--- src/tti_pkg.sv ---
// Shared constants for the two-tier interrupt aggregator
package tti_pkg;
   // ----------------------------------------
   // Register offsets
   // ----------------------------------------
   localparam logic [7:0] OFF_IDENT   = 8'h00;
   localparam logic [7:0] OFF_SUMMARY = 8'h01;
   localparam logic [7:0] OFF_FLAGS   = 8'h02;
   localparam logic [7:0] OFF_MASKS   = 8'h03;
   localparam logic [7:0] OFF_CFG     = 8'h04; // Private threshold settings
   // ----------------------------------------
   // Field positions and reset values
   // ----------------------------------------
   localparam int BIT_KEY   = 5;
   localparam int BIT_TWARN = 4;
   localparam int BIT_SHUTDOWN = 3;
   localparam int BIT_SUPW  = 2;
   localparam int BIT_WDOG  = 1;
   localparam int BIT_INPWR = 0;
   localparam int GRP_SYS   = 3;
   localparam int GRP_CHG   = 2;
   localparam int GRP_BUCK  = 1;
   localparam int GRP_LDO   = 0;
   localparam int NUM_EVT   = 6;
   localparam logic [5:0] MASK_RESET = 6'h3F;
   localparam logic [5:0] FLAG_RESET = 6'h00;
   // ----------------------------------------
   // Timing: key hold time and power-good settle count
   // ----------------------------------------
   localparam int CLK_HZ      = 25_000_000;
   localparam int KEY_HOLD_MS = 5;
   localparam int KEY_HOLD_CYC = (CLK_HZ / 1000) * KEY_HOLD_MS + 1; // Strictly longer than the hold
   localparam int SYNC_SETTLE  = 4; // Edges before the synchronised power-good pin is trusted after reset
endpackage

--- src/tti_sync.sv ---
// Three-stage input synchroniser with agreement filter
`timescale 1ns/1ps
`default_nettype none
module tti_sync #(
   parameter int    WIDTH = 1,
   parameter logic  INIT  = 1'b0
) (
   input  wire logic             clk,
   input  wire logic             resetn,
   input  wire logic [WIDTH-1:0] din,
   output logic      [WIDTH-1:0] dout
);
   logic [WIDTH-1:0] s1_reg;
   logic [WIDTH-1:0] s2_reg;
   logic [WIDTH-1:0] s3_reg;
   // Stage one is only read by stage two; output follows once two and three agree
   always_ff @(posedge clk or negedge resetn) begin
      if (!resetn) begin
         s1_reg <= {WIDTH{INIT}};
         s2_reg <= {WIDTH{INIT}};
         s3_reg <= {WIDTH{INIT}};
         dout   <= {WIDTH{INIT}};
      end else begin
         s1_reg <= din;
         s2_reg <= s1_reg;
         s3_reg <= s2_reg;
         for (int i = 0; i < WIDTH; i++) begin
            if (s2_reg[i] == s3_reg[i]) begin
               dout[i] <= s3_reg[i];
            end
         end
      end
   end
endmodule
`default_nettype wire

--- src/tti_key_timer.sv ---
// Power key hold detector: pulses once per press held past the hold time
`timescale 1ns/1ps
`default_nettype none
module tti_key_timer #(
   parameter int HOLD_CYC = tti_pkg::KEY_HOLD_CYC
) (
   input  wire logic clk,
   input  wire logic resetn,
   input  wire logic key_n,
   output logic      long_press
);
   logic [$clog2(HOLD_CYC+1)-1:0] cnt_reg;
   // Counts while low; single pulse on reaching the hold, rearmed by release
   always_ff @(posedge clk or negedge resetn) begin
      if (!resetn) begin
         cnt_reg    <= '0;
         long_press <= 1'b0;
      end else begin
         long_press <= 1'b0;
         if (key_n) begin
            cnt_reg <= '0;
         end else if (cnt_reg != HOLD_CYC[$bits(cnt_reg)-1:0]) begin
            cnt_reg <= cnt_reg + 1'b1;
            if (cnt_reg == HOLD_CYC[$bits(cnt_reg)-1:0] - 1'b1) begin
               long_press <= 1'b1;
            end
         end
      end
   end
endmodule
`default_nettype wire

--- src/tti_aggregator.sv ---
// Two-tier interrupt aggregator with system event group and register port
//
// Operation
// - Identification register read-only: part code bits 7..3, revision 2..0.
// - Events latch into flags; first occurrence asserts the interrupt output.
// - Masked events never drive the interrupt output.
// - Repeat of latched event changes nothing and raises no new interrupt.
// - Several events set all flags; interrupt asserts only on the first.
// - Summary bits: 3 system, 2 charger, 1 buck, 0 linear; 7..4 zero.
// - Summary bit set while any group flag set; clears when all cleared.
// - Summary register read-only; writes ignored.
// - System flags reset to zero; host clears them by writing.
// - Flag 5 set when power key held low longer than 5 ms.
// - Flag 4 set when die temperature reaches the selected warning level.
// - Flag 3 set when die temperature reaches the selected shutdown level.
// - Flag 2 set when supply rail falls below selected warning level.
// - Flag 1 set when watchdog expired since last clear.
// - Flag 0 set when input power good changes either direction.
// - Mask bits 5..0, 1 masks, reset to all ones; 7..6 reserved.
`timescale 1ns/1ps
`default_nettype none
module tti_aggregator #(
   parameter logic [4:0] PART_CODE     = 5'h0_0A, // Arbitrary value
   parameter logic [2:0] REVISION_CODE = 3'h0_2,  // Arbitrary value
   parameter int         KEY_HOLD_CYC  = tti_pkg::KEY_HOLD_CYC
) (
   input  wire logic       clk,
   input  wire logic       resetn,
   // Register port
   input  wire logic [7:0] reg_addr,
   input  wire logic       reg_wr,
   input  wire logic       reg_rd,
   input  wire logic [7:0] reg_wdata,
   output logic      [7:0] reg_rdata,
   // Event sources from analog monitors and other blocks
   input  wire logic       power_key_n,
   input  wire logic       die_at_warning,
   input  wire logic       die_at_shutdown,
   input  wire logic       supply_below_warning,
   input  wire logic       watchdog_expired,
   input  wire logic       input_power_good,
   input  wire logic       charger_group_pending,
   input  wire logic       buck_group_pending,
   input  wire logic       linear_group_pending,
   // Threshold settings steering the analog comparators
   output logic      [1:0] warning_temperature_level,
   output logic      [2:0] shutdown_temperature_level,
   output logic      [1:0] system_supply_rail,
   // Interrupt to host, active low
   output logic            interrupt_out_n
);
   // ----------------------------------------
   // Input conditioning
   // ----------------------------------------
   logic [5:0] raw_in;
   logic [5:0] syn_in;
   logic       key_pulse;
   logic       pwr_good_d_reg;
   logic       wd_d_reg;

   assign raw_in = {power_key_n, die_at_warning, die_at_shutdown,
                    supply_below_warning, watchdog_expired, input_power_good};

   // All pin inputs cross into clk; key idles high
   tti_sync #(.WIDTH(5), .INIT(1'b0)) u_sync (
      .clk    (clk),
      .resetn (resetn),
      .din    (raw_in[4:0]),
      .dout   (syn_in[4:0])
   );
   tti_sync #(.WIDTH(1), .INIT(1'b1)) u_sync_key (
      .clk    (clk),
      .resetn (resetn),
      .din    (raw_in[5]),
      .dout   (syn_in[5])
   );

   tti_key_timer #(.HOLD_CYC(KEY_HOLD_CYC)) u_key (
      .clk        (clk),
      .resetn     (resetn),
      .key_n      (syn_in[5]),
      .long_press (key_pulse)
   );

   // Previous values, for edge detection of conditions
   always_ff @(posedge clk or negedge resetn) begin
      if (!resetn) begin
         pwr_good_d_reg <= 1'b0;
         wd_d_reg       <= 1'b0;
      end else begin
         pwr_good_d_reg <= syn_in[0];
         wd_d_reg       <= syn_in[1];
      end
   end

   // Power-good compares start only once the synchroniser has settled, so a pin
   // already high at reset release does not read as a change
   logic [2:0] arm_cnt_reg;
   logic       pwr_armed_reg;
   always_ff @(posedge clk or negedge resetn) begin
      if (!resetn) begin
         arm_cnt_reg   <= 3'h0;
         pwr_armed_reg <= 1'b0;
      end else if (arm_cnt_reg == 3'(tti_pkg::SYNC_SETTLE)) begin
         pwr_armed_reg <= 1'b1;
      end else begin
         arm_cnt_reg <= arm_cnt_reg + 3'h1;
      end
   end

   // ----------------------------------------
   // Event vector
   // ----------------------------------------
   logic [5:0] evt;
   always_comb begin
      evt = '0;
      evt[tti_pkg::BIT_KEY]   = key_pulse;
      evt[tti_pkg::BIT_TWARN] = syn_in[4];
      evt[tti_pkg::BIT_SHUTDOWN] = syn_in[3];
      evt[tti_pkg::BIT_SUPW]  = syn_in[2];
      evt[tti_pkg::BIT_WDOG]  = syn_in[1] & ~wd_d_reg;
      evt[tti_pkg::BIT_INPWR] = pwr_armed_reg & (syn_in[0] ^ pwr_good_d_reg);
   end

   // ----------------------------------------
   // Register decode
   // ----------------------------------------
   function automatic logic hit(input logic [7:0] a, input logic [7:0] off);
      hit = (a == off);
   endfunction

   logic wr_flags;
   logic wr_masks;
   logic wr_cfg;
   assign wr_flags = reg_wr && hit(reg_addr, tti_pkg::OFF_FLAGS);
   assign wr_masks = reg_wr && hit(reg_addr, tti_pkg::OFF_MASKS);
   // Threshold settings sit in a private register just past the map
   assign wr_cfg   = reg_wr && hit(reg_addr, tti_pkg::OFF_CFG);

   // ----------------------------------------
   // Flags, masks and settings
   // ----------------------------------------
   logic [5:0] flags_reg;
   logic [5:0] flags_next;
   logic [5:0] masks_reg;
   logic [6:0] cfg_reg;

   // Set wins over a same-cycle write-one clear
   always_comb begin
      flags_next = flags_reg;
      if (wr_flags) begin
         flags_next = flags_next & ~reg_wdata[5:0];
      end
      flags_next = flags_next | evt;
   end

   // Flags reset to zero; repeats of a latched event leave them as is
   always_ff @(posedge clk or negedge resetn) begin
      if (!resetn) begin
         flags_reg <= tti_pkg::FLAG_RESET;
      end else begin
         flags_reg <= flags_next;
      end
   end

   // Mask register, reserved bits not stored
   always_ff @(posedge clk or negedge resetn) begin
      if (!resetn) begin
         masks_reg <= tti_pkg::MASK_RESET;
      end else if (wr_masks) begin
         masks_reg <= reg_wdata[5:0];
      end
   end

   // Threshold settings: [1:0] warning, [4:2] shutdown, [6:5] supply
   always_ff @(posedge clk or negedge resetn) begin
      if (!resetn) begin
         cfg_reg <= 7'h0_0;
      end else if (wr_cfg) begin
         cfg_reg <= reg_wdata[6:0];
      end
   end
   assign warning_temperature_level  = cfg_reg[1:0];
   assign shutdown_temperature_level = cfg_reg[4:2];
   assign system_supply_rail         = cfg_reg[6:5];

   // ----------------------------------------
   // Group summary and interrupt output
   // ----------------------------------------
   logic [3:0] summary;
   always_comb begin
      summary = '0;
      summary[tti_pkg::GRP_SYS]  = |flags_reg;
      summary[tti_pkg::GRP_CHG]  = charger_group_pending;
      summary[tti_pkg::GRP_BUCK] = buck_group_pending;
      summary[tti_pkg::GRP_LDO]  = linear_group_pending;
   end

   // Level follows any unmasked flag: a later event while it is low adds no new edge
   logic pending;
   assign pending = |(flags_reg & ~masks_reg);
   always_ff @(posedge clk or negedge resetn) begin
      if (!resetn) begin
         interrupt_out_n <= 1'b1;
      end else begin
         interrupt_out_n <= ~pending;
      end
   end

   // ----------------------------------------
   // Read data
   // ----------------------------------------
   // Registered read; writes to identification and summary fall away
   always_ff @(posedge clk or negedge resetn) begin
      if (!resetn) begin
         reg_rdata <= 8'h0_0;
      end else if (reg_rd) begin
         case (reg_addr)
            tti_pkg::OFF_IDENT:   reg_rdata <= {PART_CODE, REVISION_CODE};
            tti_pkg::OFF_SUMMARY: reg_rdata <= {4'h0, summary};
            tti_pkg::OFF_FLAGS:   reg_rdata <= {2'b00, flags_reg};
            tti_pkg::OFF_MASKS:   reg_rdata <= {2'b00, masks_reg};
            tti_pkg::OFF_CFG:     reg_rdata <= {1'b0, cfg_reg};
            default:              reg_rdata <= 8'h0_0;
         endcase
      end
   end

   // ----------------------------------------
   // Assertions
   // ----------------------------------------
   property p_flag_sticky;
      @(posedge clk) disable iff (!resetn)
      (flags_reg[0] && !wr_flags) |=> flags_reg[0];
   endproperty
   a_flag_sticky: assert property (p_flag_sticky) else $error("flag lost without clear");

   property p_event_sets;
      @(posedge clk) disable iff (!resetn)
      evt[1] |=> flags_reg[1];
   endproperty
   a_event_sets: assert property (p_event_sets) else $error("event not latched");

   property p_clear;
      @(posedge clk) disable iff (!resetn)
      (wr_flags && reg_wdata[3] && !evt[3]) |=> !flags_reg[3];
   endproperty
   a_clear: assert property (p_clear) else $error("write one did not clear");

   property p_masked;
      @(posedge clk) disable iff (!resetn)
      ((flags_reg & ~masks_reg) == 6'h0_0) |=> interrupt_out_n;
   endproperty
   a_masked: assert property (p_masked) else $error("interrupt without unmasked flag");

   property p_assert;
      @(posedge clk) disable iff (!resetn)
      (|(flags_reg & ~masks_reg)) |=> !interrupt_out_n;
   endproperty
   a_assert: assert property (p_assert) else $error("interrupt missing");

   property p_summary;
      @(posedge clk) disable iff (!resetn)
      (reg_rd && reg_addr == tti_pkg::OFF_SUMMARY) |=>
         reg_rdata == {4'h0, $past(flags_reg) != 6'h0_0, $past(charger_group_pending),
                       $past(buck_group_pending), $past(linear_group_pending)};
   endproperty
   a_summary: assert property (p_summary) else $error("system summary wrong");

   property p_ident;
      @(posedge clk) disable iff (!resetn)
      (reg_rd && reg_addr == tti_pkg::OFF_IDENT) |=> reg_rdata == {PART_CODE, REVISION_CODE};
   endproperty
   a_ident: assert property (p_ident) else $error("identification wrong");

   property p_mask_write;
      @(posedge clk) disable iff (!resetn)
      wr_masks |=> {2'b00, masks_reg} == ($past(reg_wdata) & 8'h3F);
   endproperty
   a_mask_write: assert property (p_mask_write) else $error("mask not written");

   property p_pwr_change;
      @(posedge clk) disable iff (!resetn)
      (pwr_armed_reg && $changed(syn_in[0])) |=> flags_reg[0];
   endproperty
   a_pwr_change: assert property (p_pwr_change) else $error("power change missed");

   property p_flags_read;
      @(posedge clk) disable iff (!resetn)
      (reg_rd && reg_addr == tti_pkg::OFF_FLAGS) |=> reg_rdata == {2'b00, $past(flags_reg)};
   endproperty
   a_flags_read: assert property (p_flags_read) else $error("flag read wrong");

   property p_masks_read;
      @(posedge clk) disable iff (!resetn)
      (reg_rd && reg_addr == tti_pkg::OFF_MASKS) |=> reg_rdata == {2'b00, $past(masks_reg)};
   endproperty
   a_masks_read: assert property (p_masks_read) else $error("mask read wrong");

   property p_mask_hold;
      @(posedge clk) disable iff (!resetn)
      !wr_masks |=> $stable(masks_reg);
   endproperty
   a_mask_hold: assert property (p_mask_hold) else $error("mask changed without write");

   property p_key_single;
      @(posedge clk) disable iff (!resetn)
      key_pulse |=> !key_pulse;
   endproperty
   a_key_single: assert property (p_key_single) else $error("key pulse longer than one cycle");

   property p_cfg_write;
      @(posedge clk) disable iff (!resetn)
      wr_cfg |=> {1'b0, cfg_reg} == ($past(reg_wdata) & 8'h7F);
   endproperty
   a_cfg_write: assert property (p_cfg_write) else $error("threshold settings not written");

   // Every event bit latches, holds and clears the same way; checked bit by bit
   // so a slip in one position of the set/clear merge cannot hide behind another
   for (genvar b = 0; b < tti_pkg::NUM_EVT; b++) begin : g_bit_chk
      property p_bit_set;
         @(posedge clk) disable iff (!resetn)
         evt[b] |=> flags_reg[b];
      endproperty
      a_bit_set: assert property (p_bit_set) else $error("event bit not latched");

      property p_bit_hold;
         @(posedge clk) disable iff (!resetn)
         (flags_reg[b] && !(wr_flags && reg_wdata[b])) |=> flags_reg[b];
      endproperty
      a_bit_hold: assert property (p_bit_hold) else $error("flag bit lost without clear");

      property p_bit_clear;
         @(posedge clk) disable iff (!resetn)
         (wr_flags && reg_wdata[b] && !evt[b]) |=> !flags_reg[b];
      endproperty
      a_bit_clear: assert property (p_bit_clear) else $error("write one left flag bit set");

      property p_bit_quiet;
         @(posedge clk) disable iff (!resetn)
         (!flags_reg[b] && !evt[b]) |=> !flags_reg[b];
      endproperty
      a_bit_quiet: assert property (p_bit_quiet) else $error("flag bit rose without event");
   end

   c_irq:    cover property (@(posedge clk) disable iff (!resetn) $fell(interrupt_out_n));
   c_key:    cover property (@(posedge clk) disable iff (!resetn) key_pulse);
   c_clear:  cover property (@(posedge clk) disable iff (!resetn) $rose(interrupt_out_n));
   c_masked: cover property (@(posedge clk) disable iff (!resetn) (flags_reg != 6'h0_0) && interrupt_out_n);
   c_multi:  cover property (@(posedge clk) disable iff (!resetn) flags_reg[5] && flags_reg[0]);
endmodule
`default_nettype wire

--- config.mk ---
export PLATFORM = sky130hd
export DESIGN_NAME = tti_aggregator
export DESIGN_NICKNAME = d
export VERILOG_FILES = /design/src/tti_pkg.sv /design/src/tti_sync.sv /design/src/tti_key_timer.sv /design/src/tti_aggregator.sv
export SDC_FILE = /design/constraint.sdc
export NUM_CORES = 1
export LEC_CHECK = 0
export ABC_AREA = 0
export BUFFER_PORTS_ARGS = -buffer_cell sky130_fd_sc_hd__buf_2
export CAP_MARGIN = 20
export CORE_MARGIN = 2
export CORE_UTILIZATION = 45
export CTS_CLUSTER_SIZE = 30
export DETAILED_ROUTE_END_ITERATION = 10
export PLACE_DENSITY = 0.65
export SLEW_MARGIN = 25
export SYNTH_ARGS = -nofsm -noshare
export SYNTH_HDL_FRONTEND = slang
export SYNTH_SLANG_ARGS = --single-unit
--- constraint.sdc ---
create_clock -name clk -period 4.1 [get_ports clk]
set_clock_uncertainty 0.1 [all_clocks]
set_input_delay 0.82 -clock clk [delete_from_list [all_inputs] [get_ports clk]]
set_output_delay 0.82 -clock clk [all_outputs]
set_load 0.05 [all_outputs]
==> results of run 1 <==
power groups by stage:
stage	combinational [W]	clock (W)	sequential, W
3_3_place_gp	0.000101	0	0.000811
5_1_grt	0.000115	0.000585	0.000803
2_1_floorplan	0.0000548	0	0.000814
4_1_cts	0.000104	0.000546	0.000798
3_5_place_dp	0.000104	0	0.000813
6_report	0.000102	0.000532	0.000797
cell families after synthesis:
group,Yosys count
compound gates,39
xor+xnor,15
fa+ha+maj,11
buf+inv,31
flops,75
mux,16
other cells,1
simple gates,83
layout by cell type (no fill, tap or decap), drive strengths merged, types with 2 or more instances in the layout:
master | synthesis | layout
dfrtp | 64 | 64
buf | 3 | 42
inv | 24 | 28
nor2 | 22 | 22
nand2 | 16 | 16
mux2 | 14 | 14
xnor2 | 12 | 12
dfstp | 11 | 11
clkbuf | 4 | 11
o22ai | 9 | 9
o21ai | 9 | 9
nand3 | 9 | 9
nor4 | 7 | 7
maj3 | 6 | 6
nor3 | 5 | 5
a21oi | 5 | 5
nand4 | 5 | 5
ha | 5 | 5
a21o | 4 | 4
xor2 | 3 | 3
or3 | 3 | 3
nor3b | 3 | 3
a22o | 2 | 2
nand4b | 2 | 2
and3 | 2 | 2
nor2b | 2 | 2
mux2i | 2 | 2
nand2b | 2 | 2
a22oi | 2 | 2
or4b | 2 | 2
critical path, cell delays in order:
cell and delay (ns):
buf_2 0.10, or4_4 0.56, nor3b_4 0.26, nand3_2 0.25, mux2_2 0.35
per-layer routing:
metal,track usage,vias up,wire (um)
met4,0.0579,0,18
met2,0.261,64,2800
li1,-,1038,-
met1,0.215,1060,2680
met3,0.0513,2,337
met5,0,-,0
layout make-up:
class                   count  area share
clock buffers              11      0.0384
clock inverters             5      0.0116
inverters                  24      0.0245
multi-input cells         165       0.322
flip-flops and latches     75       0.514
well taps                  96      0.0326
repair buffers             42      0.0578
through the flow:
step	area, um2	power, W	utilization	setup slack [ns]
after floorplan	3210	0.000869	-	1.80
after global placement	3500	0.000913	0.512	1.56
after detailed placement	3500	0.000917	0.512	1.51
after CTS	3680	0.00145	0.539	1.87
after global routing	3680	0.00150	0.539	1.82
final	3680	0.00143	0.539	1.89
worst max path at each step:
stage                      startpoint  slack (ns)         end  depth (start not counted)
after floorplan           reg_addr[3]        1.80  cfg_reg[0]                          4
after global placement    reg_addr[3]        1.56  cfg_reg[2]                          5
after detailed placement  reg_addr[3]        1.51  cfg_reg[5]                          5
after CTS                 reg_addr[3]        1.87  cfg_reg[5]                          5
after global routing      reg_addr[3]        1.82  cfg_reg[6]                          5
final                     reg_addr[3]        1.89  cfg_reg[5]                          5
==> impl_results.md, run 1 <==
* Unique masters post-synth at between 40 and 50
* Setup slack, reg-to-reg at between 2 and 2.5 ns
* DR DRC count at 0
* CORE AREA at ~6800 um2
* Clock buffer count from CTS at 9
* Clock-pin slew on the worst setup and hold paths at roughly 0.08 ns
* Mux contribution to synthesized area at 0.0554
* WP data required at roughly 4.2 ns
* DRT antenna net count at 0
* Synth Area in Compound Gates at 0.0838
* Crit end category: flip-flop
* Ys flop type: dfrtp_1
* Post-Syn Area per Cell at 11.8 um2
* Clk pwr share at 0.372
* Slew Limit Fails at 0
* Post-Synth XOR/XNOR Area at 0.0409
* WL/cell at ~14 um
* Sink Count at 75
* DP Wirelength at roughly 4100 um
* Gate power share at 0.071
* Switching Fraction at 0.262
* Max-cap violations at 0
* Worst EP arrival at approximately 2.3 ns
* Cells after Synth at roughly 270
* First-pass GRT wire length at 9890 um
* FF-to-FF End: u_key.cnt_reg[1]
* FMAX at between 400 and 500 MHz
* CTS tree: built
* R2R cell count at 4
* Worst vdd ir at between 150 and 200 uV
* Initial antenna violation count at 0
* Hold-fix buffers, CTS at 0
* Die area at ~7800 um2
* Row cnt at 30
* Fillcell total at between 600 and 700
* Synth top area share at 0.499
* Initial core utilization at 0.470
* Die X at a little under 90 um
* Vias in the first global route at approximately 2200
* H-tree depth at 3
* Fraction of the mapped netlist area in adder cells at 0.0382
* Vias per cell at about 5.2
* Sw Pwr at around 0.00038 W
* Syn nets at around 310
* Hold depth at 0
* Clock insertion delay at the later pin of the skew report at between 0.3 and 0.4 ns
* WHS Endpoint: u_sync.s2_reg[3]
* HP Start: u_sync.s1_reg[3]
* Die Height at around 88 um
* Placer Congestion at roughly 0.80
* Post-route minimum period at approximately 2.2 ns
* Most frequent cell after synthesis: dfrtp_1
* ANT cells at 0
* Worst slew margin at 0.398
* Area leader, netlist: dfrtp_1
* Final hold vios at 0
* Root buffer cell: clkbuf_8
* Post-CTS resize count at 0
* Yosys warning count at 0
* TNS Setup at 0 ns
* Internal power at around 0.0011 W
* Outcome: completed
* Post-synth EDFFs at 0
* Worst R2R Start: u_key.cnt_reg[9]
* Min Hold Slack at roughly 0.25 ns
* Top cells by count, synth: dfrtp_1, inv_1, nor2_1, nand2_1, mux2_2
* Drt total wl at between 5000 and 6000 um
* Startpoint Class: input pin
* Worst Hold Class: reg -> reg
* Global route overflow at 0
* I/O pin cnt at 45
* Yosys reg bits at 75
* Total power per unit cell area at between 300 and 400 nW/um2
* Setup Viol. Count Final at 0
* Final period utilization at 0.540
* Nets at ~350
* RSZ-0062 raised after global routing: false
* Setup Fix Bufs, Post-CTS at 0
* Sequential area share after synthesis at 0.589
* Layout cells sized above 1 at 0.280
* Gr usage total at 0.165
* Area of the multi-input gates at around 1200 um2
* Largest net degree at the start of global routing at 76
* Crit path kind: in -> reg
* Worst-Margin Slew at around 0.9 ns
* 1st-iter DRT viols at approximately 110
* Largest register FFs at 17
* Via count of the routed design at approximately 2200
* CP Max Fanout at 7
* Simple-gate share of the synthesized area at 0.149
* Placed cell count at approximately 400
* DR pass1 iterations at 4
* Area delta synth->final at 14.7%
* Seq pwr share at 0.557
* Final Non-Filler Cells at about 420
* Main combinational cell family by area after synthesis: simple AND/OR/NAND/NOR gates
* Top cells by area, synth: dfrtp_1, dfstp_2, mux2_2
* Bufs on Longest Clock Path at 2
* Register area at around 1900 um2
* Synthesized area at approximately 3200 um2
* Async S/R FF share, synth at 1.00
* Number of port buffers at 42
* Leak at roughly 1.6 nW
Power figures use the tool's default switching activity.
==> inputs of run 2 (changes only) <==
==> constraint.sdc (replaced) <==
create_clock -name clk -period 2.13 [get_ports clk]
set_clock_uncertainty 0.1 [all_clocks]
set_input_delay 0.426 -clock clk [delete_from_list [all_inputs] [get_ports clk]]
set_output_delay 0.426 -clock clk [all_outputs]
set_load 0.05 [all_outputs]
==> run 2 against run 1 <==
Net effect: sequential power increased by 92%; worst hold slack got worse by 0.18 ns; final area increased by 3.0%; die area did not move; register-to-register slack got worse by 2.0 ns; largest cell class unchanged.
==> impl_results.md, run 2 (same netlist as run 1, synthesis figures left out) <==
* Outcome: completed
* CP max stage delay at around 0.64 ns
* First-pass GRT wire length at ~9900 um
* Startpoint Class: flip-flop
* Max-cap violations at 0
* Largest register FFs at 17
* Leak at roughly 1.7 nW
* Clock insertion delay at the later pin of the skew report at roughly 0.34 ns
* Area delta synth->final at 18.1%
* Drt total wl at slightly below 6000 um
* Vias per cell at 5.12
* DR DRC count at 0
* Initial core utilization at 0.470
* Setup Fix Bufs, Post-CTS at 0
* DP Area at around 3500 um2
* Worst vdd ir at just over 400 uV
* H-tree depth at 3
* DRT antenna net count at 0
* Gr usage total at 0.166
* RSZ-0062 raised after global routing: false
* 1st-iter DRT viols at 76
* Crit-path cells: or4b_1, o41ai_2, xor2_1, nor2_1
* Total power per unit cell area at between 700 and 800 nW/um2
* Worst path bufs/invs at 0
* Via count of the routed design at 2170
* DR pass1 iterations at 4
* Hold-fix buffers, CTS at 1
* Post-route cell area at approximately 3800 um2
* Root buffer cell: clkbuf_8
* Sink Count at 75
* Slowest CP cell: or4b_1
* Worst EP arrival at between 2 and 2.5 ns
* Vias in the first global route at a little over 2000
* Placer Congestion at approximately 0.85
* Nets at between 300 and 400
* Setup Viol. Count Final at 0
* CTS tree: built
* Final period utilization at 0.893
* CORE AREA at between 6000 and 7000 um2
* Fillcell total at 616
* FMAX at 526 MHz
* WP data required at 2.25 ns
* Worst Hold Class: in -> reg
* Crit path kind: reg -> reg
* Clock buffer count from CTS at 9
* Number of port buffers at 42
* Commonest cells after routing, fill and taps aside: dfrtp_1, buf_2, inv_1, nor2_1, nand2_1
* Cell class contributing the biggest share of worst-path delay: simple AND/OR/NAND/NOR gates
* Post-CTS resize count at 0
* Die area at about 7800 um2
* Row cnt at 30
* Clock-pin slew on the worst setup and hold paths at 0.08 ns
* Post-route minimum period at approximately 1.9 ns
* Die X at between 80 and 90 um
* I/O pin cnt at 45
* Global route overflow at 0
* Crit end category: flip-flop
* ANT cells at 0
* Largest net degree at the start of global routing at 41
* WL/cell at ~14 um
* Min Hold Slack at 0.0755 ns
* Final hold vios at 0
* Layout cells sized above 1 at 0.293
* Bufs on Longest Clock Path at 2
* Initial antenna violation count at 0
* Slew Limit Fails at 0
* Most common cell after layout, fill and taps aside: dfrtp_1
* Die Height at just under 90 um
* CP Max Fanout at 5
* DP Wirelength at 4200 um
## run 2: changes by cell type in the layout (fill, tap and decap cells not counted)
| cell | before | now |
|---|---|---|
| buf_4 | 1 | 5 |
| clkbuf_1 | 1 | 0 |
| clkinv_4 | 0 | 2 |
| bufinv_16 | 0 | 2 |
| buf_12 | 0 | 1 |
| inv_6 | 4 | 2 |
| dlygate4sd3_1 | 0 | 1 |
| clkinvlp_4 | 1 | 0 |
## run 2: worst paths after layout
path,start,endpoint,slack [ns],depth (start not counted)
worst min register to register,u_sync.s1_reg[4],u_sync.s2_reg[4],0.25,0
min in group asynchronous,resetn,cfg_reg[1],0.48,2
worst max-delay path,u_key.cnt_reg[9],u_key.cnt_reg[2],0.23,4
max in group asynchronous,resetn,u_sync_key.s3_reg,0.82,3
worst max register to register,u_key.cnt_reg[9],u_key.cnt_reg[2],0.23,4
worst min-delay path,power_key_n,u_sync_key.s1_reg,0.08,1
## run 2: per-layer routing
layer | track usage | up-vias | wire length, um
met4 | 0.0620 | 0 | 92
met2 | 0.252 | 49 | 2640
met3 | 0.0336 | 8 | 226
li1 | - | 1055 | -
met5 | 0 | - | 0
met1 | 0.236 | 1058 | 2850
## run 2: area by class of cell
| cell class | instances | area [um2] | area share |
|---|---|---|---|
| flip-flops and latches | 75 | 1890 | 0.499 |
| multi-input cells | 165 | 1180 | 0.312 |
| repair buffers | 48 | 273 | 0.0720 |
| clock buffers | 10 | 138 | 0.0363 |
| well taps | 96 | 120 | 0.0317 |
| clock inverters | 6 | 95.1 | 0.0251 |
| inverters | 24 | 90.1 | 0.0238 |
## run 2: through the flow
stage	setup WS (ns)	instances	utilization	TNS, ns	total power (W)
floorplan	0.222	271	-	0	0.00167
global placement	-0.00743	407	0.519	-0.0440	0.00176
detailed placement	-0.0129	407	0.519	-0.0537	0.00177
CTS	0.219	424	0.555	0	0.00302
global route	0.115	424	0.555	0	0.00312
finish	0.229	424	0.555	0	0.00298
## run 2: power by group
part	switching (W)	internal (W)
Clock	0.000543	0.000704
Combinational	0.000123	0.0000812
Sequential	0.0000474	0.00149
Total	0.000713	0.00227
